**config.mk**
```make
export PLATFORM = sky130hd
export DESIGN_NAME = sleep_idle_power_control
export DESIGN_NICKNAME = d
export VERILOG_FILES = /design/src/common/power_ctl_pkg.sv /design/src/verilog/sleep_idle_power_control.sv /design/src/verilog/ratio_divider.sv
export SDC_FILE = /design/constraint.sdc
export NUM_CORES = 1
export LEC_CHECK = 0
export ABC_CLOCK_PERIOD_IN_PS = 3400
export BUFFER_PORTS_ARGS = -buffer_cell sky130_fd_sc_hd__buf_4
export CAP_MARGIN = 30
export CORE_ASPECT_RATIO = 0.9
export CORE_UTILIZATION = 60
export CTS_BUF_LIST = sky130_fd_sc_hd__clkbuf_8
export DETAILED_ROUTE_END_ITERATION = 7
export PLACE_DENSITY = 0.93
export SLEW_MARGIN = 20
export SYNTH_ARGS = -nofsm -noshare
export SYNTH_HDL_FRONTEND = slang
export SYNTH_SLANG_ARGS = --single-unit
```
**constraint.sdc**
```tcl
create_clock -name clk -period 3.4 [get_ports clk]
set_input_delay 0.17 -clock clk [delete_from_list [all_inputs] [get_ports clk]]
set_output_delay 0.17 -clock clk [all_outputs]
set_load 0.02 [all_outputs]
```
**src/common/power_ctl_pkg.sv**
```systemverilog
package power_ctl_pkg;

    // ------------------------------------------------------------
    // Register map (byte addresses, one word each)
    // ------------------------------------------------------------
    localparam logic [7:0] OSC_CTRL_ADDR   = 8'h00;
    localparam logic [7:0] STOP_IDLE_ADDR  = 8'h04;
    localparam logic [7:0] STATUS_ADDR     = 8'h08;

    // ------------------------------------------------------------
    // Oscillator control fields
    // ------------------------------------------------------------
    localparam int SRC_LSB        = 0;
    localparam int SRC_W          = 3;
    localparam int SLEEP_SEL_BIT  = 4;
    localparam int USB_HOLD_BIT   = 5;
    localparam int PB_DIV_LSB     = 19;
    localparam int PB_DIV_W       = 2;
    localparam int PRIO_W         = 3;

    // Clock source codes
    localparam logic [2:0] SRC_FAST_INT   = 3'h0;
    localparam logic [2:0] SRC_FAST_PLL   = 3'h1;
    localparam logic [2:0] SRC_PRIMARY    = 3'h2;
    localparam logic [2:0] SRC_PRIM_PLL   = 3'h3;
    localparam logic [2:0] SRC_SECONDARY  = 3'h4;
    localparam logic [2:0] SRC_LOW_POWER  = 3'h5;
    localparam logic [2:0] SRC_FAST_DIV   = 3'h7;

    localparam logic [31:0] OSC_CTRL_RESET = 32'h0000_0000;

    // ------------------------------------------------------------
    // Timing
    // ------------------------------------------------------------
    localparam int CLK_MHZ        = 100;
    localparam int OSC_START_US   = 1024;
    localparam int PLL_LOCK_US    = 100;
    localparam int OSC_START_CYC  = OSC_START_US * CLK_MHZ;
    localparam int PLL_LOCK_CYC   = PLL_LOCK_US * CLK_MHZ;
    localparam int DELAY_W        = 20;

    // Power states, one-hot
    typedef enum logic [3:0] {
        RUN   = 4'b0001,
        IDLE  = 4'b0010,
        SLEEP = 4'b0100,
        WAKE  = 4'b1000
    } power_state_t;

endpackage

```
**src/verilog/sleep_idle_power_control.sv**
```systemverilog
// What this block does
// - Idle and Sleep both gate the CPU clock, any source selected.
// - Idle keeps the system clock source running for peripherals.
// - Peripherals with stop_in_idle set halt in Idle; others run.
// - Halt instruction with sleep_on_wait_select clear enters Idle.
// - Interrupt above CPU priority wakes Idle; lower or equal stays idle.
// - Any reset or watchdog time-out also ends Idle.
// - Sleep stops CPU, system source and its peripherals.
// - Clock failure monitor off in Sleep; brownout circuit stays on.
// - Watchdog count is not cleared when entering Sleep.
// - Pin change, watchdog, converter, serial, low power units may run.
// - Pins keep their driven levels during Sleep.
// - USB can keep the primary or fast oscillator on in Sleep.
// - Sleep wakes on higher priority interrupt, reset, watchdog time-out.
// - Low priority Sleep wake restarts peripheral clock, goes to Idle.
// - Restarting crystal or PLL source waits start-up and lock delay on a higher priority Sleep wake only.
// - Sleep exit may wait on oscillator; Idle exit adds none.
// - Software selects the run clock among internal, primary, PLL and secondary sources.
// - Peripherals run at a programmable fraction of core clock.
// - Peripheral divisor gives ratios one, two, four, eight.
//
// Added by the designer: the APB slave port and the address map.
`timescale 1ns/1ps
`default_nettype none
module sleep_idle_power_control
    import power_ctl_pkg::*;
#(
    parameter int NUM_PERIPH    = 8,
    parameter int OSC_START_CNT = power_ctl_pkg::OSC_START_CYC,
    parameter int PLL_LOCK_CNT  = power_ctl_pkg::PLL_LOCK_CYC
) (
    input  wire logic                               clk,
    input  wire logic                               rst_n,
    // APB slave
    input  wire logic                               psel,
    input  wire logic                               penable,
    input  wire logic                               pwrite,
    input  wire logic [7:0]                         paddr,
    input  wire logic [31:0]                        pwdata,
    output logic [31:0]                             prdata,
    output logic                                    pready,
    output logic                                    pslverr,
    // CPU core and interrupt controller
    input  wire logic                               haltInstr,
    input  wire logic                               irqPending,
    input  wire logic [power_ctl_pkg::PRIO_W-1:0]   irqPriority,
    input  wire logic                               irqSleepCapable,
    input  wire logic [power_ctl_pkg::PRIO_W-1:0]   cpuPriority,
    input  wire logic                               watchdogTimeout,
    input  wire logic                               usbOscRequest,
    // Clock gating outputs
    output logic                                    cpuClkEn,
    output logic                                    sysSourceEn,
    output logic [power_ctl_pkg::SRC_W-1:0]         clkSource,
    output logic                                    periphTick,
    output logic [NUM_PERIPH-1:0]                   periphRun,
    output logic                                    sleepPeriphRun,
    output logic                                    clockMonitorEn,
    output logic                                    brownoutEn,
    output logic                                    watchdogClear,
    output logic                                    padHold,
    output logic                                    inIdle,
    output logic                                    inSleep
);
    import power_ctl_pkg::*;

    // ------------------------------------------------------------
    // Registers and state
    // ------------------------------------------------------------
    logic [31:0]           oscCtrl;
    logic [NUM_PERIPH-1:0] stopInIdle;
    power_state_t          state;
    power_state_t          next_state;
    logic [DELAY_W-1:0]    delayCount;
    logic [SRC_W-1:0]      activeSrc;
    logic                  wakeHigh;
    logic                  wakeLow;
    logic                  sourceNeedsStart;
    logic                  crystalStart;
    logic                  pllLock;
    logic [DELAY_W-1:0]    restartCycles;
    logic                  apbWrite;
    logic                  apbRead;

    // ------------------------------------------------------------
    // APB access decode
    // ------------------------------------------------------------
    // Access phase only; the setup cycle changes no control register
    assign apbWrite = psel && penable && pwrite;
    assign apbRead  = psel && penable && !pwrite;

    // Zero-wait slave; unmapped reads give zero with an error
    assign pready  = 1'b1;
    assign pslverr = (apbWrite || apbRead) &&
                     (paddr != OSC_CTRL_ADDR) && (paddr != STOP_IDLE_ADDR) && (paddr != STATUS_ADDR);

    // ------------------------------------------------------------
    // Register writes
    // ------------------------------------------------------------
    // software source select; divisor field; sleep select bit
    // Whole word taken; this bus carries no byte strobes
    always_ff @(posedge clk) begin
        if (!rst_n) begin
            oscCtrl <= OSC_CTRL_RESET;
        end else if (apbWrite && paddr == OSC_CTRL_ADDR) begin
            oscCtrl <= pwdata;
        end
    end

    // Per-peripheral stop-in-idle bits
    always_ff @(posedge clk) begin
        if (!rst_n) begin
            stopInIdle <= '0;
        end else if (apbWrite && paddr == STOP_IDLE_ADDR) begin
            stopInIdle <= pwdata[NUM_PERIPH-1:0];
        end
    end

    // Read mux, registered data
    // Loaded in the setup cycle so data stands at the access edge
    always_ff @(posedge clk) begin
        if (!rst_n) begin
            prdata <= 32'h0000_0000;
        end else if (psel && !penable && !pwrite) begin
            case (paddr)
                OSC_CTRL_ADDR:  prdata <= oscCtrl;
                STOP_IDLE_ADDR: prdata <= 32'(stopInIdle);
                STATUS_ADDR:    prdata <= {24'h00_0000, 1'b0, activeSrc, state};
                default:        prdata <= 32'h0000_0000;
            endcase
        end
    end

    // ------------------------------------------------------------
    // Wake qualification
    // ------------------------------------------------------------
    // strict priority compare; sleep-capable sources only in Sleep
    assign wakeHigh = watchdogTimeout ||
                      (irqPending && irqPriority > cpuPriority &&
                       (state != SLEEP || irqSleepCapable));
    assign wakeLow  = irqPending && irqSleepCapable && irqPriority <= cpuPriority;

    // ------------------------------------------------------------
    // Restart cost of the source that was stopped
    // ------------------------------------------------------------
    // crystal needs start-up, PLL needs lock, primary with PLL both
    // Looks at the source in use, not the register, which software may
    // have rewritten while the CPU was halted
    assign crystalStart     = (activeSrc == SRC_PRIMARY) || (activeSrc == SRC_PRIM_PLL);
    assign pllLock          = (activeSrc == SRC_FAST_PLL) || (activeSrc == SRC_PRIM_PLL);
    assign sourceNeedsStart = crystalStart || pllLock;
    // Internal oscillators come back at once and add no wait
    assign restartCycles    = (crystalStart ? DELAY_W'(OSC_START_CNT) : '0) +
                              (pllLock ? DELAY_W'(PLL_LOCK_CNT) : '0);

    // ------------------------------------------------------------
    // Power state machine
    // ------------------------------------------------------------
    always_comb begin
        next_state = state;
        case (state)
            RUN: begin
                if (haltInstr) begin
                    next_state = oscCtrl[SLEEP_SEL_BIT] ? SLEEP : IDLE;
                end
            end
            IDLE: begin
                // idle exit direct, no start-up wait
                if (wakeHigh) begin
                    next_state = RUN;
                end
            end
            SLEEP: begin
                if (wakeHigh) begin
                    next_state = WAKE;
                end else if (wakeLow) begin
                    next_state = IDLE;
                end
            end
            WAKE: begin
                // Restart wait runs out before the CPU clock returns
                if (delayCount == '0) begin
                    next_state = RUN;
                end
            end
            default: next_state = RUN;
        endcase
    end

    always_ff @(posedge clk) begin
        if (!rst_n) begin
            state <= RUN;
        end else begin
            state <= next_state;
        end
    end

    // ------------------------------------------------------------
    // Oscillator restart delay
    // ------------------------------------------------------------
    // start-up plus lock; only on Sleep exit
    // A source kept on by USB never stopped, so it restarts with no wait
    always_ff @(posedge clk) begin
        if (!rst_n) begin
            delayCount <= '0;
        end else if (state == SLEEP && next_state != SLEEP) begin
            if (sourceNeedsStart && !sysSourceEn) begin
                delayCount <= restartCycles;
            end else begin
                delayCount <= '0;
            end
        end else if (delayCount != '0) begin
            delayCount <= DELAY_W'(delayCount - 1'b1);
        end
    end

    // Source actually in use; selection kept across low power
    always_ff @(posedge clk) begin
        if (!rst_n) begin
            activeSrc <= SRC_FAST_INT;
        end else if (state == RUN) begin
            activeSrc <= oscCtrl[SRC_LSB +: SRC_W];
        end
    end
    assign clkSource = activeSrc;

    // ------------------------------------------------------------
    // Clock gates and companion enables
    // ------------------------------------------------------------
    // CPU clock only in run
    // Follows the next state so the gate moves with the state
    always_ff @(posedge clk) begin
        if (!rst_n) begin
            cpuClkEn <= 1'b1;
        end else begin
            cpuClkEn <= (next_state == RUN);
        end
    end

    // source on in Idle; off in Sleep; USB hold
    always_ff @(posedge clk) begin
        if (!rst_n) begin
            sysSourceEn <= 1'b1;
        end else begin
            sysSourceEn <= (next_state != SLEEP) ||
                           (usbOscRequest && oscCtrl[USB_HOLD_BIT]);
        end
    end

    // peripheral fraction; ratio select; restarts outside Sleep
    // Held while the source is stopped or restarting
    ratio_divider u_div (
        .clk      (clk),
        .rst_n    (rst_n),
        .run      (state != SLEEP && state != WAKE),
        .ratioSel (oscCtrl[PB_DIV_LSB +: PB_DIV_W]),
        .tick     (periphTick)
    );

    // stop-in-idle gating; all halt in Sleep
    // Registered so a gate never glitches within a cycle
    always_ff @(posedge clk) begin
        if (!rst_n) begin
            periphRun <= '1;
        end else if (next_state == SLEEP || next_state == WAKE) begin
            periphRun <= '0;
        end else if (next_state == IDLE) begin
            periphRun <= ~stopInIdle;
        end else begin
            periphRun <= '1;
        end
    end

    // ------------------------------------------------------------
    // Always-on companions and state flags
    // ------------------------------------------------------------
    // sleep-capable units keep their own clocks
    // Tied on: those units gate themselves from their own sources
    assign sleepPeriphRun = 1'b1;
    // monitor off in Sleep, brownout always on
    assign clockMonitorEn = (state != SLEEP);
    assign brownoutEn     = 1'b1;
    assign watchdogClear  = 1'b0;
    // pads keep driving; hold flag only informs the pad ring
    assign padHold        = (state == SLEEP);
    assign inIdle         = (state == IDLE);
    assign inSleep        = (state == SLEEP);
endmodule
`default_nettype wire

```
**src/verilog/ratio_divider.sv**
```systemverilog
`timescale 1ns/1ps
`default_nettype none
// ------------------------------------------------------------
// Clock-enable pulse at one of 1/1, 1/2, 1/4, 1/8
// ------------------------------------------------------------
module ratio_divider (
    input  wire logic       clk,
    input  wire logic       rst_n,
    input  wire logic       run,
    input  wire logic [1:0] ratioSel,
    output logic            tick
);
    logic [2:0] count;
    logic [2:0] limit;

    // Terminal count from the select code
    assign limit = 3'(({2'b0, 1'b1} << ratioSel) - 3'h1);

    // Free count while running; held when stopped
    always_ff @(posedge clk) begin
        if (!rst_n) begin
            count <= 3'h0;
            tick  <= 1'b0;
        end else if (!run) begin
            tick  <= 1'b0;
        end else if (count >= limit) begin
            count <= 3'h0;
            tick  <= 1'b1;
        end else begin
            count <= 3'(count + 3'h1);
            tick  <= 1'b0;
        end
    end
endmodule
`default_nettype wire

```
==> flow_summary_export.csv <==
group,metric,value,unit
place,numPortBuffers,106,
detailed_routing,wl_met2,5.94,mm
yosys,ys.flop_type,"dfxtp_1",
power_and_ir_drop,p_leak,2.55,nW
setup_path,r2r_slack,860,ps
yosys,yosys_warnings,0,
finish,fillers,520,
sta,fin_skew,9.07,ps
global_route,grt_max_degree,94,
detailed_routing,wl_met3,921,um
setup_path,reg2reg_to,"delayCount[16]",
finish,final_util,0.782,
die,die_w,98.4,um
setup_path,crit_type,"reg -> reg",
setup_path,reg2reg_from,"delayCount[0]",
min_path,worstHoldStart,"pwdata[24]",
global_route,antenna_found_initial,0,
min_path,min_path_type,"in -> reg",
sta,relSlewSlack,0.457,
clock_tree,clock_latency,420,ps
detailed_routing,routed.top_layer,"met4",
place,dpl_cell_area,0.00581,mm^2
detailed_routing,first_pass_iters,8,
min_path,hold_end,"oscCtrl[24]",
clock_tree,clockRootBuffer,"clkbuf_8",
setup_path,worstPathArrival,2830,ps
min_path,hold_depth,3,
sta,timing.final.ws_setup,863,ps
setup_path,path_cells,"inv_1 -> ha_1 -> or3b_2 -> nor4_1 -> nand3_1 -> o21ai_2 -> a21oi_1",
finish,final_nets,724,
detailed_routing,wl,12.1,mm
sta,hold_viol,0,
detailed_routing,detail-route-antenna-nets,0,
clock_tree,cts_max_level,4,
die,io_pins,111,
power_and_ir_drop,peakVddDrop,0.000545,V
yosys,synth-seq-cells,113,
clock_tree,path_clk_slew,70,ps
sta,whs,11.2,ps
sta,report.final.setup_viol,0,
finish,fin_area,0.00631,mm^2
die,die_y,88.7,um
yosys,synth_area,0.00501,mm^2
power_and_ir_drop,power_density,596,mW/mm^2
sta,timing.setup.tns,0,ps
die,num_rows,31,
job,max_cap_viol_count,0,
place,place_congestion,0.833,
clock_tree,cts_made_buffers,17,
yosys,synth_most_common_cell,"dfxtp_1",
outcome,status,"finished, final reports clean",
sta,fmax,394,MHz
clock_tree,cts_sinks,113,
yosys,synth_common_cells,"dfxtp_1, nand2_1, a21boi_0, nor2b_1, mux2i_1",
sta,layout_min_cycle_time,2540,ps
setup_path,slowest_delay,560,ps
finish,antennaDiodeCount,0,
place,place_ws,909,ps
sta,fin_crit_sh,0.746,
detailed_routing,wl_per_cell,15.8,um
yosys,yosysTopAreaCellShare,0.451,
die,die_area,0.00873,mm^2
yosys,synthCells,558,
global_route,grt_usage,0.285,
setup_path,required,3690,ps
detailed_routing,num_vias,4442,
yosys,synthArstFlopShare,0,
global_route,grt-ovfl-total,0,
setup_path,critPathLaunchType,"register",
detailed_routing,drc,0,
yosys,yosys-top-cells-area,"dfxtp_1, nand2_1, a21boi_0",
yosys,syn_area_per_cell,8.98,um^2
place,dp_hpwl,7.95,mm
setup_path,path_delay_family,"simple AND/OR/NAND/NOR gates",
setup_path,crit_fanout,9,
detailed_routing,drt-met1-wl,5.02,mm
die,start_util,0.621,
global_route,grt_pass1_vias,4305,
yosys,ys_seq_area_frac,0.451,
sta,worst_slew_pin_slew,804,ps
die,core_area,0.00807,mm^2
clock_tree,cts.path.max_buffers,2,
sta,rsz0062_at_grt,"false",
setup_path,cp-end-kind,"register",
detailed_routing,vias_per_cell,5.77,
finish,drive_above_1_share,0.235,
sta,maxSlewViolCount,0,
finish,area_growth,25.8,%
detailed_routing,drtIter0Drc,274,
yosys,synth_largest_area_cell,"dfxtp_1",
setup_path,reg2reg_depth,7,
yosys,yosysUniqueCellTypes,55,
yosys,synth-edff-count,0,
clock_tree,cts_tree,"yes",
setup_path,slowest_stage,"or3b_2",
setup_path,worst-path-buf-inv,1,
global_route,grt_pass1_wl,19.6,mm
==> kinds of logic (layout without fill, tap and decap cells) <==
logic type	after synthesis	after routing	share of synthesized area
XOR/XNOR	16	16	0.0280
buffers and inverters	53	164	0.0469
multiplexers	28	28	0.0562
other	2	4	0.00150
flip-flops	113	113	0.451
AND/OR/NAND/NOR	225	225	0.239
AO/OA/AOI/OAI	113	113	0.157
adder cells (fa/ha/maj)	8	8	0.0200
==> state kept, by name (all words and copies together) (netlist names), 3 cells and up <==
name,flops
u_div.count,3
periphRun,8
prdata,32
state,4
clkSource,3
delayCount,20
oscCtrl,32
stopInIdle,8
==> cells in the final DEF, fill, tap and decap left out, types with 14 or more instances in the layout <==
cell	netlist	routed
nor2b_1	39	39
dfxtp_1	113	113
a22oi_1	24	24
nand2_1	91	91
mux2i_1	27	27
a21oi_1	14	14
clkbuf_8	0	19
a21boi_0	39	39
inv_1	13	14
buf_4	5	113
o21ai_0	14	14
nor2_1	20	20
==> final cells by class <==
| cell class | count | area (um^2) | share of cell area |
|---|---|---|---|
| Clock buffer | 19 | 262 | 0.0415 |
| Clock inverter | 11 | 164 | 0.0260 |
| Inverter | 13 | 48.8 | 0.00774 |
| Multi-Input combinational cell | 394 | 2520 | 0.400 |
| Sequential cell | 113 | 2260 | 0.359 |
| Tap cell | 99 | 124 | 0.0196 |
| Timing Repair Buffer | 121 | 923 | 0.146 |
==> worst max path at each step <==
stage | start | to | cells past startpoint
detailed placement | delayCount[0] | delayCount[9] | 7
floorplan | state[3] | periphRun[0] | 6
finish | delayCount[0] | delayCount[16] | 7
global route | delayCount[1] | delayCount[9] | 7
global placement | delayCount[0] | delayCount[4] | 7
CTS | delayCount[0] | delayCount[16] | 7
==> tightest hold or removal path, delay by kind of cell <==
kind	cells	cell delay, ps
AND/OR/NAND/NOR	1	40
AO/OA/AOI/OAI	1	60
buffers and inverters	1	110
==> metal layers <==
metal / global-route usage / up-vias
li1: - / 2106
met1: 0.329 / 2100
met2: 0.488 / 201
met3: 0.105 / 35
met4: 0.115 / 0
met5: 0 / -
==> stage by stage <==
stage	instances	power (mW)
floorplan	560	2.23
finish	770	3.76
detailed placement	732	2.40
CTS	769	3.75
global placement	732	2.35
global route	770	3.93
==> power by group <==
part           total [mW]  switching (mW)  internal (mW)
sequential           1.52          0.0958           1.43
clock                1.36           0.534          0.825
combinational       0.878           0.511          0.367
total                3.76            1.14           2.62
==> timing repair <==
action | in CTS | in global routing
hold buffers | 7 | 0
gates resized for setup | 0 | 0
setup buffers | 0 | 0
hold endpoints to repair | 7 | 0
No activity file was read; power rests on OpenSTA's default activity.
